**config.mk**
```make
export PLATFORM = sky130hd
export DESIGN_NAME = fcp_host
export DESIGN_NICKNAME = d
export VERILOG_FILES = /design/src/pkg/fcp_pkg.sv /design/src/hdl/fcp_host.sv
export SDC_FILE = /design/constraint.sdc
export NUM_CORES = 1
export LEC_CHECK = 0
export BUFFER_PORTS_ARGS = -buffer_cell sky130_fd_sc_hd__buf_4
export CAP_MARGIN = 20
export CORE_MARGIN = 4
export CORE_UTILIZATION = 55
export CTS_CLUSTER_DIAMETER = 100
export DETAILED_ROUTE_END_ITERATION = 8
export PLACE_DENSITY_LB_ADDON = 0.25
export SLEW_MARGIN = 10
export SYNTH_ARGS = -nofsm -noshare
export SYNTH_HDL_FRONTEND = slang
export SYNTH_SLANG_ARGS = --single-unit
```
**constraint.sdc**
```tcl
create_clock -name clk -period 4.05 [get_ports clk]
set_input_delay 0.81 -clock clk [delete_from_list [all_inputs] [get_ports clk]]
set_output_delay 0.81 -clock clk [all_outputs]
set_load 0.005 [all_outputs]
```
**src/pkg/fcp_pkg.sv**
```systemverilog
`default_nettype none
package fcp_pkg;
   // ==========================================
   // widths
   localparam int ADDR_W_MAX = 26;
   localparam int ADDR_W_MIN = 23;
   localparam int DATA_W     = 16;
   // ==========================================
   // timing (ns) and derived cycle counts at 100 MHz
   localparam int CLK_NS           = 10;
   localparam int RESET_PULSE_NS   = 200;
   localparam int RESET_RECOV_NS   = 50;
   localparam int OP_SETUP_NS      = 20;
   localparam int RESET_PULSE_CYC  = (RESET_PULSE_NS + CLK_NS - 1) / CLK_NS;
   localparam int RESET_RECOV_CYC  = (RESET_RECOV_NS + CLK_NS - 1) / CLK_NS;
   localparam int OP_SETUP_CYC     = (OP_SETUP_NS + CLK_NS - 1) / CLK_NS;
   // read data crosses two synchroniser flops, so the strobe spans them too
   localparam int SYNC_CYC         = 2;
   localparam int STROBE_CYC       = OP_SETUP_CYC + SYNC_CYC;
   localparam int CNT_W            = 16;
   // ==========================================
   // request carrier
   typedef struct packed {
      logic                  write;
      logic [ADDR_W_MAX-1:0] addr;
      logic [DATA_W-1:0]     wdata;
   } fcp_req_t;
   typedef enum logic [2:0] {
      FCP_RESET   = 3'h0,
      FCP_RECOV   = 3'h1,
      FCP_IDLE    = 3'h2,
      FCP_SETUP   = 3'h3,
      FCP_STROBE  = 3'h4,
      FCP_RELEASE = 3'h5
   } fcp_state_t;
endpackage
`default_nettype wire

```
**src/hdl/fcp_host.sv**
```systemverilog
// Notes on behaviour
// reset low returns flash control logic to standby, ready for array reads.
// host selects flash by driving chip select low; only then transfers occur.
// flash drives data lines only while output drive is low.
// write strobe low means host-to-flash; high means flash-to-host.
// address width per density variant, 26 down to 23 lines.
// edge sector lock low makes flash refuse program/erase of edge sector.
// flash pulls ready/busy low during algorithms and resets.
// ready/busy valid after last write strobe rise, power-up, reset fall.
// program in erase suspend shows busy; suspended reads and standby ready.
// failed program/erase stays busy until status cleared and reset command.
// reset held minimum pulse aborts, tristates, clears status, idles engine.
// flash ignores chip select for the whole reset recovery time.
// host keeps chip select high during hardware reset.
// host restarts operations cut short by hardware reset once ready.
// host never drives output drive and write strobe low together.
// deselected flash ignores inputs, outputs high impedance except ready/busy.
// ready/busy is open drain; low enable while busy, pull-up implied.
`timescale 1ns/1ns
`default_nettype none
module fcp_host #(
   parameter int ADDR_W = fcp_pkg::ADDR_W_MAX
) (
   // clock and reset
   input  wire logic                     clk,
   input  wire logic                     reset_n,
   // user request side
   input  wire logic                     req_valid,
   output logic                          req_ready,
   input  wire fcp_pkg::fcp_req_t        req,
   input  wire logic                     hard_reset_req,
   output logic                          rsp_valid,
   output logic [fcp_pkg::DATA_W-1:0]    rsp_rdata,
   output logic                          flash_busy,
   output logic                          op_aborted,
   input  wire logic                     edge_lock_en,
   // flash pins
   output logic                          hard_reset_low,
   output logic                          chip_select_low,
   output logic                          output_drive_low,
   output logic                          write_strobe_low,
   output logic                          edge_sector_lock_low,
   output logic [ADDR_W-1:0]             address_lines,
   input  wire logic [fcp_pkg::DATA_W-1:0] data_lines_in,
   output logic [fcp_pkg::DATA_W-1:0]    data_lines_out,
   output logic                          data_lines_oe,
   input  wire logic                     ready_busy_in
);
   // ==========================================
   // pin synchronisers
   logic                       rb_s1_reg, rb_s2_reg;
   logic [fcp_pkg::DATA_W-1:0] dq_s1_reg, dq_s2_reg;
   always_ff @(posedge clk or negedge reset_n) begin
      if (!reset_n) begin
         rb_s1_reg <= 1'b1;
         rb_s2_reg <= 1'b1;
         dq_s1_reg <= 16'h0000;
         dq_s2_reg <= 16'h0000;
      end else begin
         rb_s1_reg <= ready_busy_in;
         rb_s2_reg <= rb_s1_reg;
         dq_s1_reg <= data_lines_in;
         dq_s2_reg <= dq_s1_reg;
      end
   end
   // open-drain pin: low means busy, pull-up gives high when released
   assign flash_busy = ~rb_s2_reg;

   // ==========================================
   // sequencer constants
   localparam int            CW        = fcp_pkg::CNT_W;
   localparam logic [CW-1:0] LD_PULSE  = CW'(fcp_pkg::RESET_PULSE_CYC - 1);
   localparam logic [CW-1:0] LD_RECOV  = CW'(fcp_pkg::RESET_RECOV_CYC - 1);
   localparam logic [CW-1:0] LD_SETUP  = CW'(fcp_pkg::OP_SETUP_CYC - 1);
   localparam logic [CW-1:0] LD_STROBE = CW'(fcp_pkg::STROBE_CYC - 1);
   localparam logic [CW-1:0] LD_ZERO   = CW'(0);
   localparam logic [CW-1:0] LD_ONE    = CW'(1);

   // ==========================================
   // state, request and pin registers
   fcp_pkg::fcp_state_t        state_reg;
   fcp_pkg::fcp_state_t        state_next;
   logic [CW-1:0]              cnt_reg;
   logic [CW-1:0]              cnt_next;
   logic [CW-1:0]              cnt_load;
   logic                       pend_reg;
   logic                       pend_next;
   logic                       write_reg;
   logic [ADDR_W-1:0]          addr_reg;
   logic [fcp_pkg::DATA_W-1:0] wdata_reg;
   logic [fcp_pkg::DATA_W-1:0] rdata_reg;
   logic                       rsp_valid_reg;
   logic                       aborted_reg;
   logic                       hard_reset_low_reg;
   logic                       hard_reset_low_next;
   logic                       chip_select_low_reg;
   logic                       chip_select_low_next;
   logic                       output_drive_low_reg;
   logic                       output_drive_low_next;
   logic                       write_strobe_low_reg;
   logic                       write_strobe_low_next;
   logic                       data_oe_reg;
   logic                       data_oe_next;
   logic                       edge_lock_low_reg;

   // ==========================================
   // decode
   logic                       st_idle;
   logic                       st_setup;
   logic                       st_strobe;
   logic                       in_xfer;
   logic                       cnt_zero;
   logic                       accept;
   logic                       restart;
   logic                       abort;
   logic                       strobe_done;
   logic                       rd_capture;
   logic                       nx_reset;
   logic                       nx_setup;
   logic                       nx_strobe;
   logic                       nx_release;

   assign st_idle     = (state_reg == fcp_pkg::FCP_IDLE);
   assign st_setup    = (state_reg == fcp_pkg::FCP_SETUP);
   assign st_strobe   = (state_reg == fcp_pkg::FCP_STROBE);
   assign in_xfer     = st_setup || st_strobe;
   assign cnt_zero    = (cnt_reg == LD_ZERO);
   // a hard reset request wins over a new request in the same cycle
   assign req_ready   = st_idle && !pend_reg && !hard_reset_req;
   assign accept      = req_valid && req_ready;
   // a cut-short transfer waits for ready before it is issued again
   assign restart     = st_idle && pend_reg && !flash_busy
                        && !hard_reset_req;
   assign abort       = hard_reset_req && in_xfer;
   assign strobe_done = st_strobe && cnt_zero && !hard_reset_req;
   assign rd_capture  = strobe_done && !write_reg;
   assign nx_reset    = (state_next == fcp_pkg::FCP_RESET);
   assign nx_setup    = (state_next == fcp_pkg::FCP_SETUP);
   assign nx_strobe   = (state_next == fcp_pkg::FCP_STROBE);
   assign nx_release  = (state_next == fcp_pkg::FCP_RELEASE);

   // ==========================================
   // next state
   always_comb begin
      state_next = state_reg;
      unique case (state_reg)
         fcp_pkg::FCP_RESET: begin
            if (cnt_zero) begin
               state_next = fcp_pkg::FCP_RECOV;
            end
         end
         fcp_pkg::FCP_RECOV: begin
            if (cnt_zero) begin
               state_next = fcp_pkg::FCP_IDLE;
            end
         end
         fcp_pkg::FCP_IDLE: begin
            if (hard_reset_req) begin
               state_next = fcp_pkg::FCP_RESET;
            end else if (restart || accept) begin
               state_next = fcp_pkg::FCP_SETUP;
            end
         end
         fcp_pkg::FCP_SETUP: begin
            if (hard_reset_req) begin
               state_next = fcp_pkg::FCP_RESET;
            end else if (cnt_zero) begin
               state_next = fcp_pkg::FCP_STROBE;
            end
         end
         fcp_pkg::FCP_STROBE: begin
            if (hard_reset_req) begin
               state_next = fcp_pkg::FCP_RESET;
            end else if (cnt_zero) begin
               state_next = fcp_pkg::FCP_RELEASE;
            end
         end
         fcp_pkg::FCP_RELEASE: begin
            if (hard_reset_req) begin
               state_next = fcp_pkg::FCP_RESET;
            end else begin
               state_next = fcp_pkg::FCP_IDLE;
            end
         end
         default: begin
            state_next = fcp_pkg::FCP_RESET;
         end
      endcase
   end

   // phase lengths; idle and release need no count
   always_comb begin
      cnt_load = LD_ZERO;
      unique case (state_next)
         fcp_pkg::FCP_RESET: begin
            cnt_load = LD_PULSE;
         end
         fcp_pkg::FCP_RECOV: begin
            cnt_load = LD_RECOV;
         end
         fcp_pkg::FCP_SETUP: begin
            cnt_load = LD_SETUP;
         end
         fcp_pkg::FCP_STROBE: begin
            cnt_load = LD_STROBE;
         end
         default: begin
            cnt_load = LD_ZERO;
         end
      endcase
   end

   assign cnt_next  = (state_next != state_reg) ? cnt_load :
                      (cnt_zero ? cnt_reg : cnt_reg - LD_ONE);
   assign pend_next = accept ? 1'b1 : (strobe_done ? 1'b0 : pend_reg);

   // ==========================================
   // pin levels for the coming state
   assign hard_reset_low_next   = !nx_reset;
   // select stays high through reset and recovery
   assign chip_select_low_next  = !(nx_setup || nx_strobe);
   // only one of the two strobes is ever low
   assign output_drive_low_next = !(nx_strobe && !write_reg);
   assign write_strobe_low_next = !(nx_strobe && write_reg);
   // write data is held one cycle past the strobe's rising edge
   assign data_oe_next          = (nx_strobe || nx_release) && write_reg;

   // ==========================================
   // sequencer registers
   always_ff @(posedge clk or negedge reset_n) begin
      if (!reset_n) begin
         state_reg <= fcp_pkg::FCP_RESET;
         cnt_reg   <= LD_PULSE;
         pend_reg  <= 1'b0;
      end else begin
         state_reg <= state_next;
         cnt_reg   <= cnt_next;
         pend_reg  <= pend_next;
      end
   end

   always_ff @(posedge clk or negedge reset_n) begin
      if (!reset_n) begin
         write_reg <= 1'b0;
         addr_reg  <= '0;
         wdata_reg <= '0;
      end else if (accept) begin
         write_reg <= req.write;
         addr_reg  <= req.addr[ADDR_W-1:0];
         wdata_reg <= req.wdata;
      end
   end

   always_ff @(posedge clk or negedge reset_n) begin
      if (!reset_n) begin
         rsp_valid_reg <= 1'b0;
         aborted_reg   <= 1'b0;
         rdata_reg     <= '0;
      end else begin
         rsp_valid_reg <= strobe_done;
         aborted_reg   <= abort;
         if (rd_capture) begin
            rdata_reg <= dq_s2_reg;
         end
      end
   end

   // pins come straight from flops, so no glitch reaches the flash
   always_ff @(posedge clk or negedge reset_n) begin
      if (!reset_n) begin
         hard_reset_low_reg   <= 1'b0;
         chip_select_low_reg  <= 1'b1;
         output_drive_low_reg <= 1'b1;
         write_strobe_low_reg <= 1'b1;
         data_oe_reg          <= 1'b0;
         edge_lock_low_reg    <= 1'b1;
      end else begin
         hard_reset_low_reg   <= hard_reset_low_next;
         chip_select_low_reg  <= chip_select_low_next;
         output_drive_low_reg <= output_drive_low_next;
         write_strobe_low_reg <= write_strobe_low_next;
         data_oe_reg          <= data_oe_next;
         edge_lock_low_reg    <= ~edge_lock_en;
      end
   end

   // ==========================================
   // outputs
   assign hard_reset_low       = hard_reset_low_reg;
   assign chip_select_low      = chip_select_low_reg;
   assign output_drive_low     = output_drive_low_reg;
   assign write_strobe_low     = write_strobe_low_reg;
   assign edge_sector_lock_low = edge_lock_low_reg;
   assign address_lines        = addr_reg;
   assign data_lines_out       = wdata_reg;
   assign data_lines_oe        = data_oe_reg;
   assign rsp_valid            = rsp_valid_reg;
   assign rsp_rdata            = rdata_reg;
   assign op_aborted           = aborted_reg;
endmodule
`default_nettype wire

```
==> summary.md <==
| Metric | Value |
|---|---|
| Vias after detailed routing | 3,145 |
| Critical setup path kind | register to output pin |
| Power density over the cells | 532 mW/mm2 |
| # fillers | 514 |
| Buffers inserted by post-CTS timing repair | 0 |
| Max transition margin | 45.2% |
| Chip width | 99.6 um |
| Post-CTS Hold Fix Bufs | 0 |
| Unique masters post-synth | 43 |
| Maximum number of pins on one net before global-route repair | 122 |
| Overall power | 3.34 mW |
| Sum of overflow across all layers after global routing | 0 |
| Effective utilization at floorplan | 56.5% |
| Tcrit/Tclk final | 64.4% |
| Post-synthesis sequential area ratio | 65.8% |
| Share of synthesized flip-flops with an asynchronous set or reset | 100% |
| Number of antenna repair diodes | 0 |
| Peak supply drop | 369 uV |
| Overall Global Routing Usage | 22.5% |
| Vias per cell | 5.37 |
| Drc violations | 0 |
| Routed WL per cell | 17.6 um |
| Critical Path Sink Type | output pin |
| Detailed Route WL | 10.3 mm |
| Top achievable clock speed | 0.384 GHz |
| Clock Sinks | 121 |
| Clock skew after layout | 0.00783 ns |
| Clock transition at the registers of the reported paths | 0.06 ns |
| Status | completed |
| Count of H-tree levels built during CTS | 4 |
| Final critical path time including I/O delays and setup | 2.61 ns |
| Relative area change from synthesis to final layout | 36.0% |
| Largest register FFs | 26 |
| Final Hold Violating Endpoints | 0 |
| Flop and latch count out of synthesis | 121 |
| Inserted Clock Buffers | 17 |
| Count of mapped cells out of synthesis | 328 |
| End-of-flow core utilization | 76.8% |
| Setup slack, reg-to-reg | 1.49 ns |
| Number of warnings issued by yosys | 0 |
| Final nets | 534 |
| Number of global-route vias before repair | 3,487 |
| Die span in y | 99.6 um |
| Final-report setup violation count | 0 |
| Number of pins exceeding their max-slew limit in the final report | 0 |
| Critical Path RT | 3.24 ns |
| Most common cell after layout, fill and taps aside | buf_4 |
| Clock tree root buffer cell | clkbuf_8 |
| Crit-path max FO | 17 |
| GPL Wtd Cong | 0.805 |
| Global-route wire length before repair | 17.1 mm |
| Signal arrival time at the worst endpoint | 1.80 ns |
| Clock insertion delay at the later pin of the skew report | 0.51 ns |
| Max-cap violation count | 0 |
| Class of the tightest hold or removal check | register to register |
| Length in cells of the worst reg-to-reg path | 7 |
| Post-DP HPWL | 7.00 mm |
| Syn nets | 394 |
| Total Neg Setup Slack | 0 ns |
| Pre-CTS WS | 1.51 ns |
| Total die area | 0.00993 mm2 |
| Startpoint type of the worst setup path | register |
| Mean area per synthesized cell | 14.1 um2 |
| Share of final-layout standard cells stronger than drive strength 1 | 50.9% |
| Synthesized area | 0.00462 mm2 |
| RSZ-0062 raised after global routing | false |
| Number of DRC violations after detailed-routing iteration 0 | 142 |
| Lkg Pwr | 3.18 nW |
| Number of buffer cells added on primary ports | 132 |
| Core Rows | 33 |
| Commonest cells after routing, fill and taps aside | buf_4 (132), dfrtp_1 (112), mux2_2 (61), nor2_1 (24), clkbuf_16 (16) |
| WHS Path Cells | 0 |
| Post-CTS Resized | 0 |
| Primary FF master, synth | dfrtp_1 |
| Clk buf depth | 2 |
| Post-synth EDFFs | 0 |
| Actual transition at the worst max-transition pin | 0.820 ns |
| Detailed Routing Iterations Pass 1 | 4 |
| I/O pin total | 133 |
| ANT nets after route | 0 |
| Antenna violations before repair | 0 |
| Placeable core region | 0.00818 mm2 |
| TritonCTS clock tree | done |
| PnR worst setup slack | 1.44 ns |
==> layout make-up <==
cell class	count	area (um2)	share of cell area (%)
clock buffer	17	414	6.59
tap	105	131	2.09
sequential	121	3040	48.4
multi-input combinational	186	1480	23.6
clock inverter	15	141	2.25
timing repair buffer	135	1050	16.7
inverter	7	26.3	0.418
==> logic make-up (layout without fill, tap and decap cells) <==
logic type | count (synthesis) | in the layout | share of synthesized area, %
fa+ha+maj | 1 | 1 | 0.271
buf+inv | 21 | 174 | 2.11
flops | 121 | 121 | 65.8
xor+xnor | 9 | 9 | 1.71
mux | 64 | 64 | 15.5
simple gates | 79 | 79 | 10.1
compound gates | 33 | 33 | 4.50
==> where the power goes <==
group,leakage [nW],switching [mW],internal [mW]
clock network,0.277,0.569,0.826
registers,1.56,0.140,1.34
logic,1.35,0.232,0.239
==> worst paths after layout <==
kind,startpoint,end
setup / recovery,state_reg[2]$_DFF_PN0_,req_ready
setup reg to reg,cnt_reg[0]$_DFFE_PN1P_,cnt_reg[2]$_DFFE_PN0P_
hold / removal,dq_s1_reg[0]$_DFF_PN0_,dq_s2_reg[0]$_DFF_PN0_
max in group asynchronous,reset_n,pend_reg$_DFFE_PN0P_
min in group asynchronous,reset_n,rsp_rdata[5]$_DFFE_PN0P_
hold reg to reg,dq_s1_reg[0]$_DFF_PN0_,dq_s2_reg[0]$_DFF_PN0_
==> stage by stage <==
stage | hold slack (ns) | cell area (um2) | instances
after floorplan | 0.331 | 4620 | 328
after global placement | 0.332 | 5710 | 553
after detailed placement | 0.337 | 5730 | 554
after CTS | 0.352 | 6280 | 586
after global routing | 0.354 | 6280 | 586
final | 0.348 | 6280 | 586
==> cell usage after synthesis, types with 2 or more instances <==
master / count / area [um2]
o21ai_0: 8 / 40.0
nor2b_1: 6 / 37.5
xor2_1: 2 / 17.5
nand2_1: 15 / 56.3
nor2_1: 24 / 90.1
a21boi_0: 2 / 15.0
mux2i_1: 3 / 30.0
nor4_1: 4 / 25.0
dfrtp_1: 112 / 2800
inv_1: 7 / 26.3
nor3_1: 13 / 65.1
o21a_1: 2 / 15.0
nor4_4: 3 / 63.8
or3_2: 2 / 15.0
xnor2_1: 7 / 61.3
nand4_1: 2 / 12.5
nor4b_1: 2 / 17.5
dfstp_2: 9 / 236
a21oi_1: 11 / 55.1
buf_2: 6 / 30.0
clkbuf_1: 6 / 22.5
mux2_2: 61 / 687
==> per-layer routing <==
metal	wire length, um	global-route usage, %
met1	3710	24.6
met2	5330	38.6
met3	1030	9.12
met4	272	9.56
met5	0	0
==> critical path: stages, from the launching register on <==
cell	delay, ns
dfrtp_1	0.57
nor2b_1	0.33
nand2_1	0.15
nor2_1	0.12
buf_4	0.12
Note: power is estimated with default switching activity, not from simulation.
